## src/design/request_decoder_pkg.sv

```systemverilog
// Purpose: shared constants, types and field decoders for the serial request decoder
// Assumes: request streams arrive one bit per clock, bit 0 first
// Notes:   field helpers take the frame array indexed by bit position
package request_decoder_pkg;

	// request type codes, bits 1 to 3, first bit most significant
	typedef enum logic [2:0] {
		CODE_IMMEDIATE  = 3'h0,
		CODE_ISOCHRONOUS = 3'h1,
		CODE_PRIORITY   = 3'h2,
		CODE_FAIR       = 3'h3,
		CODE_READ       = 3'h4,
		CODE_WRITE      = 3'h5,
		CODE_ACCEL      = 3'h6,
		CODE_RESERVED   = 3'h7
	} req_code_type;

	// serial shifter states
	typedef enum logic [0:0] {
		SHIFT_IDLE = 1'b0,
		SHIFT_BITS = 1'b1
	} shift_state_type;

	// control line codes while the device owns the lines
	localparam logic [1:0] CTL_IDLE    = 2'h0;
	localparam logic [1:0] CTL_STATUS  = 2'h1;
	localparam logic [1:0] CTL_RECEIVE = 2'h2;
	localparam logic [1:0] CTL_GRANT   = 2'h3;

	// index of the last bit of each stream
	localparam logic [4:0] LAST_TYPE_BIT  = 5'h03;
	localparam logic [4:0] LAST_ACCEL     = 5'h05;
	localparam logic [4:0] LAST_BUS_SHORT = 5'h06;
	localparam logic [4:0] LAST_BUS_LONG  = 5'h07;
	localparam logic [4:0] LAST_READ      = 5'h08;
	localparam logic [4:0] LAST_WRITE     = 5'h10;

	// field positions
	localparam int ADDR_POS  = 4;
	localparam int DATA_POS  = 8;
	localparam int SPEED_POS = 4;
	localparam int ACCEL_POS = 4;

	// valid speed codes
	localparam logic [2:0] SPEED_BASE   = 3'h0;
	localparam logic [2:0] SPEED_DOUBLE = 3'h2;
	localparam logic [2:0] SPEED_QUAD   = 3'h4;

	// values after reset
	localparam logic       ACCEL_ON_RESET = 1'b1;
	localparam logic [4:0] INDEX_RESET    = 5'h00;

	// type code, bits 1..3
	function automatic req_code_type get_code(input logic [16:0] b);
		get_code = req_code_type'({b[1], b[2], b[3]});
	endfunction

	// four bit address, bits 4..7
	function automatic logic [3:0] get_addr(input logic [16:0] b);
		get_addr = {b[ADDR_POS], b[ADDR_POS+1], b[ADDR_POS+2], b[ADDR_POS+3]};
	endfunction

	// eight bit write data, bits 8..15
	function automatic logic [7:0] get_data(input logic [16:0] b);
		get_data = {b[DATA_POS], b[DATA_POS+1], b[DATA_POS+2], b[DATA_POS+3],
			b[DATA_POS+4], b[DATA_POS+5], b[DATA_POS+6], b[DATA_POS+7]};
	endfunction

	// speed field, bits 4..6
	function automatic logic [2:0] get_speed(input logic [16:0] b);
		get_speed = {b[SPEED_POS], b[SPEED_POS+1], b[SPEED_POS+2]};
	endfunction

	// true for the four bus request codes
	function automatic logic is_bus(input req_code_type c);
		is_bus = (c == CODE_IMMEDIATE) || (c == CODE_ISOCHRONOUS) ||
			(c == CODE_PRIORITY) || (c == CODE_FAIR);
	endfunction

	// true for a speed code the bus can send
	function automatic logic speed_ok(input logic [2:0] s);
		speed_ok = (s == SPEED_BASE) || (s == SPEED_DOUBLE) || (s == SPEED_QUAD);
	endfunction

endpackage

```

## src/design/request_frame_if.sv

```systemverilog
// Purpose: carries a finished request frame from the shifter to the decoder
// Assumes: single clock domain
// Notes:   done is a one-cycle pulse, bits hold until the next frame starts
`timescale 1ns/1ns
`default_nettype none
interface request_frame_if;
	logic                               busy;  // a stream is being shifted in
	logic                               done;  // last bit taken, pulse
	logic                               good;  // stop bit and type valid
	request_decoder_pkg::req_code_type  code;  // type field of the frame
	logic [16:0]                        bits;  // frame, index is bit position

	modport source (output busy, output done, output good, output code, output bits);
	modport sink   (input busy, input done, input good, input code, input bits);
endinterface
`default_nettype wire

```

## src/design/request_shifter.sv

```systemverilog
// Purpose: synchronises the request pin and shifts request streams in
// Assumes: pin idles low, one bit per clock
// Notes:   a reserved type ends the frame after the type bits, marked bad
`timescale 1ns/1ns
`default_nettype none
module request_shifter (
	input  wire logic        clock,
	input  wire logic        srst,
	input  wire logic        link_request_line,
	request_frame_if.source  frame
);
	// whole state of the shifter
	typedef struct packed {
		logic                                 s1;     // first sync stage
		logic                                 s2;     // second sync stage
		logic                                 s3;     // third sync stage
		logic                                 line;   // pin level after sync
		request_decoder_pkg::shift_state_type state;  // idle or shifting
		logic [4:0]                           index;  // next bit position
		logic [16:0]                          bits;   // frame so far
		logic                                 done;   // frame end pulse
		logic                                 good;   // frame well formed
	} shifter_type;

	shifter_type                        st;         // registered state
	shifter_type                        next_st;    // next state
	request_decoder_pkg::req_code_type  code_now;   // type incl. current bit
	logic                               last_bit;   // current bit ends frame

	// next state: sync, shift
	always_comb begin
		next_st = st;
		next_st.s1 = link_request_line;
		next_st.s2 = st.s1;
		next_st.s3 = st.s2;
		next_st.done = 1'b0;
		next_st.good = 1'b0;
		last_bit = 1'b0;
		// a stream bit stands for one clock only, so the third stage is taken
		// as it is: waiting for two stages to agree would swallow lone bits
		next_st.line = st.s3;
		// type field, third type bit may be on the line now
		if (st.index == request_decoder_pkg::LAST_TYPE_BIT) begin
			code_now = request_decoder_pkg::req_code_type'({st.bits[1], st.bits[2], st.line});
		end else begin
			code_now = request_decoder_pkg::get_code(st.bits);
		end
		case (st.state)
			request_decoder_pkg::SHIFT_IDLE: begin
				// start bit of 1 opens a frame
				if (st.line) begin
					next_st.state = request_decoder_pkg::SHIFT_BITS;
					next_st.bits = 17'h0_0001;
					next_st.index = 5'h01;
				end
			end
			request_decoder_pkg::SHIFT_BITS: begin
				next_st.bits[st.index] = st.line;
				// frame length by type
				if (st.index >= request_decoder_pkg::LAST_TYPE_BIT) begin
					case (code_now)
						request_decoder_pkg::CODE_READ:
							last_bit = (st.index == request_decoder_pkg::LAST_READ);
						request_decoder_pkg::CODE_WRITE:
							last_bit = (st.index == request_decoder_pkg::LAST_WRITE);
						request_decoder_pkg::CODE_ACCEL:
							last_bit = (st.index == request_decoder_pkg::LAST_ACCEL);
						request_decoder_pkg::CODE_RESERVED:
							last_bit = 1'b1;
						default: begin
							// bus request, stop may be left off after a 0 in bit 6
							last_bit = (st.index == request_decoder_pkg::LAST_BUS_LONG) ||
								((st.index == request_decoder_pkg::LAST_BUS_SHORT) && !st.line);
						end
					endcase
				end
				if (last_bit) begin
					// stop bit must be 0
					next_st.state = request_decoder_pkg::SHIFT_IDLE;
					next_st.index = request_decoder_pkg::INDEX_RESET;
					next_st.done = 1'b1;
					next_st.good = (code_now != request_decoder_pkg::CODE_RESERVED) && !st.line;
				end else begin
					next_st.index = st.index + 5'h01;
				end
			end
			default: begin
				next_st.state = request_decoder_pkg::SHIFT_IDLE;
			end
		endcase
	end

	// state register
	always_ff @(posedge clock) begin
		if (srst) begin
			st <= '0;
		end else begin
			st <= next_st;
		end
	end

	// frame hand-off
	assign frame.busy = (st.state == request_decoder_pkg::SHIFT_BITS);
	assign frame.done = st.done;
	assign frame.good = st.good;
	assign frame.code = request_decoder_pkg::get_code(st.bits);
	assign frame.bits = st.bits;

	// a read stream ends on its ninth bit
	read_length_a: assert property (@(posedge clock) disable iff (srst)
		st.state == request_decoder_pkg::SHIFT_BITS && st.index == request_decoder_pkg::LAST_READ
		&& request_decoder_pkg::get_code(st.bits) == request_decoder_pkg::CODE_READ
		|=> st.done && st.state == request_decoder_pkg::SHIFT_IDLE)
		else $error("read stream did not end on bit 8");

	// a write stream runs to bit 16
	write_length_a: assert property (@(posedge clock) disable iff (srst)
		st.state == request_decoder_pkg::SHIFT_BITS && st.index == 5'h08
		&& request_decoder_pkg::get_code(st.bits) == request_decoder_pkg::CODE_WRITE
		|=> !st.done ##7 st.state == request_decoder_pkg::SHIFT_BITS ##1 st.done)
		else $error("write stream length wrong");

	// a start bit opens a frame
	start_bit_a: assert property (@(posedge clock) disable iff (srst)
		st.state == request_decoder_pkg::SHIFT_IDLE && st.line
		|=> st.state == request_decoder_pkg::SHIFT_BITS && st.index == 5'h01)
		else $error("start bit not taken");
endmodule
`default_nettype wire

```

## src/design/link_request_decoder.sv

```systemverilog
// Purpose: decodes serial requests from the link controller and keeps request state
// Assumes: control line code and bus events come from logic on the same clock
// Notes:   register storage lives outside; this block strobes writes and holds reads
//
// Notes on behaviour
// - bad speed: accept, then send null packet
// - read stream: 9 bits, type 100
// - write stream: 17 bits, type 101
// - accel stream: 6 bits, control in bit 4
// - receive code drops pending fair/priority request
// - receive during fair/priority stream drops it
// - isochronous request held until bus won
// - immediate request granted when reception ends
// - new bus request ignored while one pending
// - bus reset clears pending bus requests
// - write lands right after its last bit
// - read held and retried until delivered
// - register requests taken any time
// - further reads ignored until delivery
// - bus reset keeps a pending read
// - enhancements only while enable bit set
// - reset or isochronous request re-enables acceleration
// - start 1, stop 0, first bit first
// - type codes 000 to 111
// - speed field bits 4-6, three valid codes
// - control line codes idle, status, receive, grant
`timescale 1ns/1ns
`default_nettype none
module link_request_decoder (
	input  wire logic        clock,
	input  wire logic        srst,
	input  wire logic        link_request_line,
	input  wire logic [1:0]  interface_control_lines_state,
	input  wire logic        bus_reset,
	input  wire logic        bus_won,
	input  wire logic        arbitration_acceleration_enable,
	input  wire logic        read_delivered,
	output logic             request_pending,
	output logic [2:0]       request_kind,
	output logic [2:0]       request_speed,
	output logic             send_null_packet,
	output logic             grant_after_receive,
	output logic             register_write_strobe,
	output logic [3:0]       register_write_address,
	output logic [7:0]       register_write_data,
	output logic             read_pending,
	output logic [3:0]       read_address,
	output logic             enhancements_active
);
	// whole state of the decoder
	typedef struct packed {
		logic                               bus_pending;   // bus request held
		request_decoder_pkg::req_code_type  kind;          // held request type
		logic [2:0]                         speed;         // held speed code
		logic                               speed_bad;     // speed not sendable
		logic                               rx_seen;       // receive during stream
		logic                               read_pending;  // read awaiting delivery
		logic [3:0]                         read_addr;     // register to return
		logic                               wr_strobe;     // write pulse
		logic [3:0]                         wr_addr;       // write address
		logic [7:0]                         wr_data;       // write data
		logic                               accel_on;      // acceleration allowed
		logic                               accel_applied; // gated by enable bit
	} decoder_type;

	request_frame_if  frame ();       // shifter to decoder
	decoder_type      st;             // registered state
	decoder_type      next_st;        // next state
	logic             receiving;      // device shows receive code
	logic             fair_or_pri;    // held request is fair or priority
	logic             frame_fair_pri; // finished frame is fair or priority
	logic             take_bus;       // finished frame is a bus request

	// serial input stage
	request_shifter u_shifter (
		.clock             (clock),
		.srst              (srst),
		.link_request_line (link_request_line),
		.frame             (frame)
	);

	// line state and frame class
	assign receiving = (interface_control_lines_state == request_decoder_pkg::CTL_RECEIVE);
	assign fair_or_pri = (st.kind == request_decoder_pkg::CODE_FAIR) ||
		(st.kind == request_decoder_pkg::CODE_PRIORITY);
	assign frame_fair_pri = (frame.code == request_decoder_pkg::CODE_FAIR) ||
		(frame.code == request_decoder_pkg::CODE_PRIORITY);
	assign take_bus = frame.done && frame.good && request_decoder_pkg::is_bus(frame.code);

	// next state
	always_comb begin
		next_st = st;
		next_st.wr_strobe = 1'b0;

		// remember a receive seen while a stream is arriving
		if (!frame.busy) begin
			next_st.rx_seen = 1'b0;
		end else if (receiving) begin
			next_st.rx_seen = 1'b1;
		end

		// clearing of a held bus request
		if (st.bus_pending) begin
			if (bus_reset) begin
				next_st.bus_pending = 1'b0;
			end else if (bus_won) begin
				next_st.bus_pending = 1'b0;
			end else if (receiving && fair_or_pri) begin
				next_st.bus_pending = 1'b0;
			end
		end else if (take_bus && !bus_reset) begin
			// new request only when none is held
			if (!(frame_fair_pri && (st.rx_seen || receiving))) begin
				next_st.bus_pending = 1'b1;
				next_st.kind = frame.code;
				next_st.speed = request_decoder_pkg::get_speed(frame.bits);
				next_st.speed_bad = !request_decoder_pkg::speed_ok(
					request_decoder_pkg::get_speed(frame.bits));
			end
		end

		// register requests, accepted regardless of bus state
		if (frame.done && frame.good) begin
			case (frame.code)
				request_decoder_pkg::CODE_WRITE: begin
					next_st.wr_strobe = 1'b1;
					next_st.wr_addr = request_decoder_pkg::get_addr(frame.bits);
					next_st.wr_data = request_decoder_pkg::get_data(frame.bits);
				end
				request_decoder_pkg::CODE_READ: begin
					// a second read is ignored while the first is pending
					if (!st.read_pending) begin
						next_st.read_pending = 1'b1;
						next_st.read_addr = request_decoder_pkg::get_addr(frame.bits);
					end
				end
				request_decoder_pkg::CODE_ACCEL: begin
					next_st.accel_on = frame.bits[request_decoder_pkg::ACCEL_POS];
				end
				default: begin
				end
			endcase
		end

		// read cleared only by full delivery, not by bus reset
		if (st.read_pending && read_delivered) begin
			next_st.read_pending = 1'b0;
		end

		// reset or accepted isochronous request restores acceleration
		if (bus_reset || (take_bus && !st.bus_pending &&
			frame.code == request_decoder_pkg::CODE_ISOCHRONOUS)) begin
			if (arbitration_acceleration_enable) begin
				next_st.accel_on = 1'b1;
			end
		end

		// enhancements gated by the enable bit
		next_st.accel_applied = arbitration_acceleration_enable && next_st.accel_on;
	end

	// state register
	always_ff @(posedge clock) begin
		if (srst) begin
			st <= '0;
			st.accel_on <= request_decoder_pkg::ACCEL_ON_RESET;
		end else begin
			st <= next_st;
		end
	end

	// outputs straight from state
	assign request_pending = st.bus_pending;
	assign request_kind = st.kind;
	assign request_speed = st.speed;
	assign send_null_packet = st.bus_pending && st.speed_bad;
	assign grant_after_receive = st.bus_pending &&
		(st.kind == request_decoder_pkg::CODE_IMMEDIATE);
	assign register_write_strobe = st.wr_strobe;
	assign register_write_address = st.wr_addr;
	assign register_write_data = st.wr_data;
	assign read_pending = st.read_pending;
	assign read_address = st.read_addr;
	assign enhancements_active = st.accel_applied;

	// write strobe follows the last bit of a write
	write_lands_a: assert property (@(posedge clock) disable iff (srst)
		frame.done && frame.good && frame.code == request_decoder_pkg::CODE_WRITE
		|=> register_write_strobe &&
		register_write_address == request_decoder_pkg::get_addr($past(frame.bits)) ##1
		!register_write_strobe)
		else $error("register write not strobed after its last bit");

	// isochronous request stays until won or reset
	iso_hold_a: assert property (@(posedge clock) disable iff (srst)
		request_pending && request_kind == request_decoder_pkg::CODE_ISOCHRONOUS
		&& !bus_won && !bus_reset |=> request_pending)
		else $error("isochronous request dropped before winning");

	// receive code clears fair and priority
	rx_clears_a: assert property (@(posedge clock) disable iff (srst)
		request_pending && receiving && !bus_reset && !bus_won &&
		(request_kind == request_decoder_pkg::CODE_FAIR ||
		request_kind == request_decoder_pkg::CODE_PRIORITY)
		|=> !request_pending)
		else $error("fair or priority request survived receive");

	// bus reset leaves no bus request pending
	reset_clears_a: assert property (@(posedge clock) disable iff (srst)
		bus_reset |=> !request_pending)
		else $error("bus request pending after bus reset");

	// bus reset does not drop a read
	read_kept_a: assert property (@(posedge clock) disable iff (srst)
		read_pending && bus_reset && !read_delivered |=> read_pending)
		else $error("bus reset cleared pending read");

	// second read does not replace the first
	read_ignored_a: assert property (@(posedge clock) disable iff (srst)
		read_pending && !read_delivered && frame.done
		&& frame.code == request_decoder_pkg::CODE_READ
		|=> read_pending && $stable(read_address))
		else $error("read accepted while another pending");

	// held request unchanged by a newer one
	busy_ignore_a: assert property (@(posedge clock) disable iff (srst)
		request_pending && take_bus && !bus_won && !bus_reset && !receiving
		|=> request_pending && $stable(request_kind) && $stable(request_speed))
		else $error("new bus request replaced a pending one");

	// null packet flag tracks speed validity
	null_packet_a: assert property (@(posedge clock) disable iff (srst)
		request_pending |-> send_null_packet == !request_decoder_pkg::speed_ok(request_speed))
		else $error("null packet flag wrong for speed code");

	// enhancements off without the enable bit
	accel_gate_a: assert property (@(posedge clock) disable iff (srst)
		!arbitration_acceleration_enable |=> !enhancements_active)
		else $error("enhancements active without enable bit");

	// control request takes effect next cycle
	accel_ctl_a: assert property (@(posedge clock) disable iff (srst)
		frame.done && frame.good && frame.code == request_decoder_pkg::CODE_ACCEL
		&& arbitration_acceleration_enable && !bus_reset
		|=> enhancements_active == $past(frame.bits[request_decoder_pkg::ACCEL_POS]))
		else $error("acceleration control not applied");

	// bus reset restores acceleration when enabled
	accel_restore_a: assert property (@(posedge clock) disable iff (srst)
		bus_reset && arbitration_acceleration_enable |=> enhancements_active)
		else $error("acceleration not restored on bus reset");
endmodule
`default_nettype wire

```

## config.mk

```make
export PLATFORM = sky130hd
export DESIGN_NAME = link_request_decoder
export DESIGN_NICKNAME = d
export VERILOG_FILES = /design/src/design/request_decoder_pkg.sv /design/src/design/request_frame_if.sv /design/src/design/request_shifter.sv /design/src/design/link_request_decoder.sv
export SDC_FILE = /design/constraint.sdc
export NUM_CORES = 1
export LEC_CHECK = 0
export ABC_AREA = 0
export BUFFER_PORTS_ARGS = -buffer_cell sky130_fd_sc_hd__buf_4
export CORE_MARGIN = 10
export CORE_UTILIZATION = 50
export CTS_BUF_LIST = sky130_fd_sc_hd__clkbuf_8
export CTS_CLUSTER_DIAMETER = 50
export DETAILED_ROUTE_END_ITERATION = 8
export GPL_TIMING_DRIVEN = 0
export PLACE_DENSITY = 0.71
export SLEW_MARGIN = 20
export SYNTH_ARGS = -nofsm -noshare
export SYNTH_HDL_FRONTEND = slang
export SYNTH_HIERARCHICAL = 1
export SYNTH_SLANG_ARGS = --single-unit
export TNS_END_PERCENT = 5
```

## constraint.sdc

```tcl
create_clock -name clock -period 2.5 [get_ports clock]
set_clock_uncertainty 0.1 [all_clocks]
set_input_delay 0.125 -clock clock [delete_from_list [all_inputs] [get_ports clock]]
set_output_delay 0.125 -clock clock [all_outputs]
set_load 0.005 [all_outputs]
```

Yosys cells after proc, flatten, opt, wreduce, memory -nomap -nowiden
Cells that the tools add are included.
{"block": "totals", "out_inout_bits": 28, "elab_cells": 116, "in_bits": 9, "register_bits": 58}
{"block": "op_classes", "order_cmp": 3, "add_sub_neg": 1, "reduce_logical": 39, "n_bitwise": 6, "eq_ne": 23, "muxes": 23}
{"op": "23-bit case mux with 2 select lines", "n": 1}
{"op": "3-bit equality test (second input constant)", "n": 8}
{"op": "23-bit two-way mux", "n": 1}
{"op": "17-bit bitwise mux", "n": 1}
{"op": "8-bit two-way mux", "n": 2}
{"op": "3-bit by 2-bit equality test with 1-bit output (second input constant)", "n": 5}
{"op": "5-bit by 3-bit equality test with 1-bit output (second input constant)", "n": 3}
{"op": "1-bit logical AND", "n": 14}
{"op": "1-bit two-way mux", "n": 13}
{"op": "13-bit two-way mux", "n": 1}
{"op": "1-bit logical OR", "n": 10}
{"op": "3-bit zero test", "n": 3}
{"op": "5-bit by 6-bit < comparator with 1-bit output (second input constant)", "n": 1}
{"op": "1-bit NOT", "n": 6}
{"op": "3-bit AND reduction", "n": 2}
{"op": "2-bit OR reduction", "n": 3}
{"op": "5-bit by 1-bit adder with 5-bit output (second input constant)", "n": 1}
{"op": "1-bit demux with 5-bit select", "n": 1}
{"op": "5-bit by 2-bit equality test with 1-bit output (second input constant)", "n": 1}
{"op": "5-bit by 4-bit equality test with 1-bit output (second input constant)", "n": 1}
{"op": "5-bit equality test (second input constant)", "n": 1}
{"op": "5-bit by 1-bit >= comparator with 1-bit output (second input constant)", "n": 1}
{"op": "5-bit by 2-bit >= comparator with 1-bit output (second input constant)", "n": 1}
{"op": "5-bit two-way mux", "n": 1}
{"op": "other kinds (9)", "n": 13}

Longest topological paths before layout
Gate-level depths: netlist of the first run.
{"block": "logic_depth", "word_depth": 10, "depth_mapped": 7, "depth_no_buf": 7}

By module
The synthesis of the first run kept the hierarchy.
{"module": "request_shifter", "n_inst": 1, "cells_each": 182, "seq_area_each_um2": 580.6, "area_per_inst_um2": 1554.0}
{"module": "link_request_decoder", "n_inst": 1, "cells_each": 156, "seq_area_each_um2": 580.6, "area_per_inst_um2": 1312.5}

Worst setup path after synthesis of the first run
Ideal clock, no wire load.
{"block": "synth_timing", "path_type": "register -> register", "startpoint": "register u_shifter/st[20] (netlist name)", "endpoint": "register u_shifter/st[21] (netlist name)", "slack_ns": 0.370, "setup_time_ns": 0.122, "period_less_slack_ns": 2.130, "path_buffers": 1, "required_ns": 2.278, "path_stages_with_launch": 8, "t_arrival_ns": 1.908, "cell_sequence": "dfxtp_1 ha_1 buf_4 nor4b_2 mux2i_1 o32a_1 a31oi_1 a221o_1"}
{"block": "synth_via", "elab_chain_len": 8, "word_cells_on_any_way": 20, "cone_classes": "1 x add/sub; 1 x order compare; 10 x eq/ne; 6 x mux; 2 x reduce/logical"}
{"item": "start: declaration", "line_no": "request_shifter.sv:25", "text": "shifter_type st;"}
{"item": "start signal: assignment", "line_no": "request_shifter.sv:98", "text": "st <= next_st;"}
{"item": "5-bit by 2-bit equality test with 1-bit output or 5-bit by 3-bit equality test with 1-bit output (tied branches)", "line_no": "request_shifter.sv:43, request_shifter.sv:73"}
{"item": "1-bit two-way mux or 1-bit logical AND (tied branches)", "line_no": "request_shifter.sv:43, request_shifter.sv:73"}
{"item": "3-bit equality test or 1-bit logical OR (tied branches)", "line_no": "request_shifter.sv:61, request_shifter.sv:72"}
{"item": "1-bit case mux with 4 select lines", "line_no": "request_shifter.sv:61", "text": "case (code_now)"}
{"item": "1-bit two-way mux", "line_no": "request_shifter.sv:60", "text": "if (st.index >= request_decoder_pkg::LAST_TYPE_BIT) begin"}
{"item": "1-bit two-way mux", "line_no": "request_shifter.sv:48", "text": "case (st.state)"}
{"item": "5-bit two-way mux *", "line_no": "request_shifter.sv:77", "text": "if (last_bit) begin"}
{"item": "23-bit case mux with 2 select lines *", "line_no": "request_shifter.sv:48"}
Every way passes the cells marked *; elsewhere a longest branch is shown, timed or not. The select of a mux whose other input is x is not followed.
A chain may end at the register's enable or synchronous reset.

Worst setup path in the final report of the first run
{"block": "layout_timing", "startpoint": "register u_shifter/st[20] (netlist name)", "endpoint": "register u_shifter/st[19] (netlist name)"}
{"block": "layout_via", "elab_chain_len": 8, "word_cells_on_any_way": 19, "cone_classes": "1 x order compare; 10 x eq/ne; 6 x mux; 2 x reduce/logical"}
{"item": "5-bit by 2-bit equality test with 1-bit output or 5-bit by 3-bit equality test with 1-bit output (tied branches)", "line_no": "request_shifter.sv:43, request_shifter.sv:73"}
{"item": "1-bit two-way mux or 1-bit logical AND (tied branches)", "line_no": "request_shifter.sv:43, request_shifter.sv:73"}
{"item": "3-bit equality test or 1-bit logical OR (tied branches)", "line_no": "request_shifter.sv:61, request_shifter.sv:72"}
{"item": "1-bit case mux with 4 select lines", "line_no": "request_shifter.sv:61"}
{"item": "1-bit two-way mux *", "line_no": "request_shifter.sv:60"}
{"item": "1-bit two-way mux *", "line_no": "request_shifter.sv:48"}
{"item": "5-bit two-way mux *", "line_no": "request_shifter.sv:77"}
{"item": "23-bit case mux with 2 select lines *", "line_no": "request_shifter.sv:48"}
Marks and branches as above.

==> flow_metrics.env, run 1 <==
export IMPL_p_total_w=0.00155
export IMPL_fillCellCount=497
export IMPL_gp_congestion=0.859
export IMPL_use_met3=0.0368
export IMPL_end_kind="flip-flop"
export IMPL_busiest_layer="met2"
export IMPL_cellPowerDensity_mw_per_mm2=476
export IMPL_synthesis_nets=334
export IMPL_grt_pass1_vias=2149
export IMPL_drt_iter0_drc=74
export IMPL_hold_class="primary input to flip-flop"
export IMPL_core_area_sq_mm=0.00520
export IMPL_drv_slew=0
export IMPL_slew_headroom=0.584
export IMPL_grt_antenna_before_repair=0
export IMPL_ioPinCount=37
export IMPL_maxCapViolCount=0
export IMPL_syn_area_per_cell_sq_um=8.53
export IMPL_crit_type="flip-flop to flip-flop"
export IMPL_cp_top_family="compound AO/OA/AOI/OAI gates"
export IMPL_hold_viol=0
export IMPL_path_cells="ha_1, buf_4, nor4b_2, mux2i_1, o32a_1, nand3_2, a41o_1"
export IMPL_syn_cell_area_sq_mm=0.00274
export IMPL_die_w_microns=94.0
export IMPL_cts_buffers=5
export IMPL_clock_sinks=56
export IMPL_hpwl_mm=4.42
export IMPL_root_buffer="clkbuf_8"
export IMPL_cp_num_buf_inv=1
export IMPL_wl_mm=5.77
export IMPL_wl_per_cell_microns=13.1
export IMPL_via_per_inst=5.13
export IMPL_cts_htree_levels=2
export IMPL_vias=2257
export IMPL_rsz0062_at_grt="false"
export IMPL_start_util=0.526
export IMPL_clk_pin_slew_ns=0.10
export IMPL_grt_overflow_total=0
export IMPL_critical_path_arrival_ns=2.45
export IMPL_drt_first_pass_iters=4
export IMPL_tns_ns=0
export IMPL_antenna_cells=0
export IMPL_netlist_instances=321
export IMPL_p_leak_nw=1.30
export IMPL_grt_met2_usage=0.227
export IMPL_drive_above_1_share=0.292
export IMPL_postRouteAntennaNets=0
export IMPL_nets=382
export IMPL_rows=26
export IMPL_worstPathRequired_ns=2.61
export IMPL_cts_tree="built"
export IMPL_fin_crit_sh=0.936
export IMPL_insertion_delay_ns=0.31
export IMPL_die_h_microns=94.0
export IMPL_area_growth_syn_to_layout_pct=18.9
export IMPL_grt_pass1_wl_mm=10.1
export IMPL_tightest_slew_ns=0.619
export IMPL_cp_slowest_cell="dfxtp_2"
export IMPL_io_buffers=36
export IMPL_dpl_cell_count=427
export IMPL_grt_use_met1=0.167
export IMPL_setup_viol=0
export IMPL_ys_warn_count=6
export IMPL_crit_fanout=10
export IMPL_max_freq_ghz=0.427
export IMPL_die_area_sq_mm=0.00884
export IMPL_final_min_clock_period_ns=2.34
export IMPL_max_stage_delay_ns=0.42
export IMPL_status="completed"
export IMPL_utilization=0.625
export IMPL_drc=0
export IMPL_grt_max_degree=18
export IMPL_track_usage=0.136
export IMPL_clockBufferDepth=2
export IMPL_final_cells=440
export IMPL_worst_setup_path_start_kind="flip-flop"
export IMPL_peakVddDrop_uv=253
-- cell usage in the layout (no fill, tap or decap), types with 3 or more instances in the layout --
cell type and instances:
buf_2 4, clkbuf_1 9, nor2_1 16, a31oi_1 5
clkbuf_8 5, nand4b_1 4, nand3_1 9, ha_1 4
o21ai_0 14, dfxtp_1 54, inv_1 6, nor3_1 3
a211oi_1 5, nand2b_1 8, buf_4 77, a21oi_1 42
dlygate4sd3_1 3, nand2_1 43, nand3b_1 3, nor2b_1 7
-- registers in the layout, indices dropped and copies added (netlist names) --
name / flops
u_shifter/next_st: 3
u_shifter/frame.bits: 15
u_shifter/frame.busy: 1
read_pending: 1
register_write_data: 8
u_shifter/frame.done: 1
request_speed: 3
read_address: 4
register_write_address: 4
u_shifter/st: 6
request_kind: 3
enhancements_active: 1
u_shifter/frame.good: 1
st: 3
register_write_strobe: 1
request_pending: 1
-- routing by layer --
metal	part of all wire	wire length, microns
met1	0.45	2620
met4	0.013	76
met3	0.049	283
met2	0.48	2790
met5	0	0
-- power by group --
group	internal, W	switching (W)	leakage (nW)
clock	0.000297	0.000298	0.0541
combinational	0.0000241	0.0000331	0.793
sequential	0.000896	0.00000279	0.453
total	0.00122	0.000334	1.30
-- metrics by stage --
step / setup slack (ns) / hold slack, ns / cell area (sq um)
2_1_floorplan: 0.370 / 0.153 / 2740
6_report: 0.161 / 0.0233 / 3260
3_5_place_dp: 0.0900 / 0.249 / 3100
4_1_cts: 0.0688 / 0.0193 / 3240
3_3_place_gp: 0.0853 / 0.245 / 3100
5_1_grt: 0.00490 / 0.0489 / 3260
-- worst paths after layout --
| kind | startpoint | to | slack (ns) | cells past startpoint |
|---|---|---|---|---|
| setup reg to reg | u_shifter/st[20] | u_shifter/st[19] | 0.16 | 7 |
| hold reg to reg | u_shifter/next_st[25] | u_shifter/st[25] | 0.35 | 1 |
| hold / removal | srst | enhancements_active | 0.02 | 3 |
| setup / recovery | u_shifter/st[20] | u_shifter/st[19] | 0.16 | 7 |
-- worst reg2reg max path, cell delays in order, from the launching register on --
cell and delay [ns]:
dfxtp_2 0.42, ha_1 0.17, buf_4 0.17, nor4b_2 0.31, mux2i_1 0.34, o32a_1 0.27
nand3_2 0.18, a41o_1 0.29
-- cell type report --
type,instances,area [sq um],area share
Buffer,54,369,0.113
Multi-Input combinational cell,205,1230,0.377
Tap cell,70,87.6,0.0269
Clock buffer,5,68.8,0.0211
Inverter,6,22.5,0.00692
Timing Repair Buffer,41,315,0.0968
Clock inverter,3,42.5,0.0131
Sequential cell,56,1120,0.345
-- repair_timing --
action,in CTS,in global routing
hold buffers,3,0
endpoints found under the setup margin,0,7
buffers inserted,0,2
gates resized for setup,0,2
endpoints found under the hold margin,3,0
(Power assumes the default switching activity.)
==> inputs of run 2 (changes only) <==
--- a/config.mk
+++ b/config.mk
@@ -9,3 +9,3 @@
 export BUFFER_PORTS_ARGS = -buffer_cell sky130_fd_sc_hd__buf_4
-export CORE_MARGIN = 10
+export CORE_MARGIN = 5
 export CORE_UTILIZATION = 50
@@ -15,3 +15,3 @@
 export GPL_TIMING_DRIVEN = 0
-export PLACE_DENSITY = 0.71
+export PLACE_DENSITY = 0.73
 export SLEW_MARGIN = 20
==> constraint.sdc (replaced) <==
create_clock -name clock -period 2.1 [get_ports clock]
set_clock_uncertainty 0.1 [all_clocks]
set_input_delay 0 -clock clock [delete_from_list [all_inputs] [get_ports clock]]
set_output_delay 0 -clock clock [all_outputs]
set_load 0.005 [all_outputs]
==> run 2 against run 1 <==
  * Utilization increased by 0.44 points
  * Hold slack improved by 0.051 ns
  * Flip-flop and latch count unchanged
  * Routed wire length increased by 0.94%
  * Sequential share of layout area decreased by 1.4 points
  * Cell count increased by 2.7%
  * Setup slack got worse by 0.067 ns
  * Power increased by 18%
  * Via count increased by 0.53%
  * Die area decreased by 20%
==> flow_metrics.env, run 2 (same netlist as run 1, synthesis figures left out) <==
export IMPL_grt_antenna_before_repair=0
export IMPL_hold_class="primary input to flip-flop"
export IMPL_insertion_delay_ns=0.30
export IMPL_worstPathRequired_ns=2.20
export IMPL_postRouteAntennaNets=0
export IMPL_die_h_microns=84.0
export IMPL_core_area_sq_mm=0.00541
export IMPL_cellPowerDensity_mw_per_mm2=538
export IMPL_hpwl_mm=4.09
export IMPL_crit_type="flip-flop to flip-flop"
export IMPL_vias=2269
export IMPL_clock_sinks=56
export IMPL_setup_viol=0
export IMPL_final_cells=452
export IMPL_post_place_ws_ns=-0.284
export IMPL_wl_per_cell_microns=12.9
export IMPL_worst_setup_path_start_kind="flip-flop"
export IMPL_cts_tree="built"
export IMPL_grt_max_degree=17
export IMPL_track_usage=0.165
export IMPL_grt_pass1_vias=2115
export IMPL_whs_ns=0.0746
export IMPL_rsz0062_at_grt="false"
export IMPL_io_buffers=36
export IMPL_max_freq_ghz=0.499
export IMPL_wl_mm=5.83
export IMPL_setup_slack_ns=0.0941
export IMPL_slew_headroom=0.566
export IMPL_drc=0
export IMPL_clk_pin_slew_ns=0.10
export IMPL_maxCapViolCount=0
export IMPL_drt_first_pass_iters=4
export IMPL_ioPinCount=37
export IMPL_status="completed"
export IMPL_dpl_cell_count=429
export IMPL_r2r_start="u_shifter/st[20]"
export IMPL_crit_fanout=3
export IMPL_tightest_slew_ns=0.646
export IMPL_startpoint="u_shifter/st[20]"
export IMPL_root_buffer="clkbuf_8"
export IMPL_drive_above_1_share=0.311
export IMPL_end_kind="flip-flop"
export IMPL_grt_overflow_total=0
export IMPL_multi_input_area_sq_mm=0.00128
export IMPL_layout_common_cells="buf_4 (82), dfxtp_1 (54), nand2_1 (43)"
export IMPL_peakVddDrop_uv=434
export IMPL_hold_viol=0
export IMPL_drv_slew=0
export IMPL_fin_crit_sh=0.955
export IMPL_critical_path_arrival_ns=2.11
export IMPL_cts_buffers=5
export IMPL_clockBufferDepth=2
export IMPL_nets=392
export IMPL_final_common_cell="buf_4"
export IMPL_via_per_inst=5.02
export IMPL_area_growth_syn_to_layout_pct=24.3
export IMPL_die_w_microns=84.0
export IMPL_die_area_sq_mm=0.00706
export IMPL_gp_congestion=0.874
export IMPL_grt_pass1_wl_mm=9.70
export IMPL_regArea_sq_mm=0.00113
export IMPL_start_util=0.507
export IMPL_largest_reg_flops=15
export IMPL_tns_ns=0
export IMPL_antenna_cells=0
export IMPL_fillCellCount=496
export IMPL_cts_htree_levels=2
export IMPL_rows=27
export IMPL_drt_iter0_drc=114
export IMPL_hold_start="interface_control_lines_state[1]"
export IMPL_final_min_clock_period_ns=2.01
export IMPL_p_leak_nw=1.35
==> run 2: through the flow <==
stage                     total power, W  instance area (sq um)   util
after global routing             0.00190                   3400  0.630
after global placement           0.00116                   3110  0.575
after detailed placement         0.00116                   3110  0.575
after CTS                        0.00185                   3370  0.623
after floorplan                  0.00113                   2750      -
final                            0.00183                   3400  0.630
==> run 2: path summary, 6_finish.rpt <==
path | to | slack [ns] | depth (start not counted)
max | u_shifter/st[21] | 0.09 | 6
max reg2reg | u_shifter/st[21] | 0.09 | 6
min | st[20] | 0.07 | 4
min reg2reg | u_shifter/next_st[25] | 0.35 | 1
==> run 2: metal layers <==
layer,share of wire,track usage
met5,0,0
met4,0.011,0.0570
met3,0.053,0.0286
met2,0.48,0.281
met1,0.46,0.209
==> run 2: final cells by class <==
type | count | share of cell area
plain buffers | 53 | 0.106
clock inverters | 3 | 0.0114
repair buffers | 52 | 0.121
well taps | 72 | 0.0265
clock buffers | 5 | 0.0202
flip-flops and latches | 56 | 0.331
inverters | 6 | 0.00662
multi-input cells | 205 | 0.377
==> run 2: worst max-delay path, stage by stage, from the launching register on <==
cell and delay, ns:
dfxtp_4 0.37, ha_4 0.14, nor4b_4 0.25, mux2i_2 0.30, o32a_1 0.31, a31oi_2 0.14
a221o_1 0.30
==> run 2: power by group <==
| group | total (W) | switching, W | internal, W |
|---|---|---|---|
| combinational | 0.0000825 | 0.0000454 | 0.0000372 |
| clock | 0.000683 | 0.000333 | 0.000350 |
| sequential | 0.00107 | 0.00000213 | 0.00106 |
==> run 2: timing repair <==
action | 4_1_cts | 5_1_grt
endpoints found under the setup margin | 8 | 7
pin swaps | 3 | 6
hold buffers | 8 | 0
hold endpoints to repair | 10 | 0
buffers inserted | 6 | 2
gates resized for setup | 8 | 6
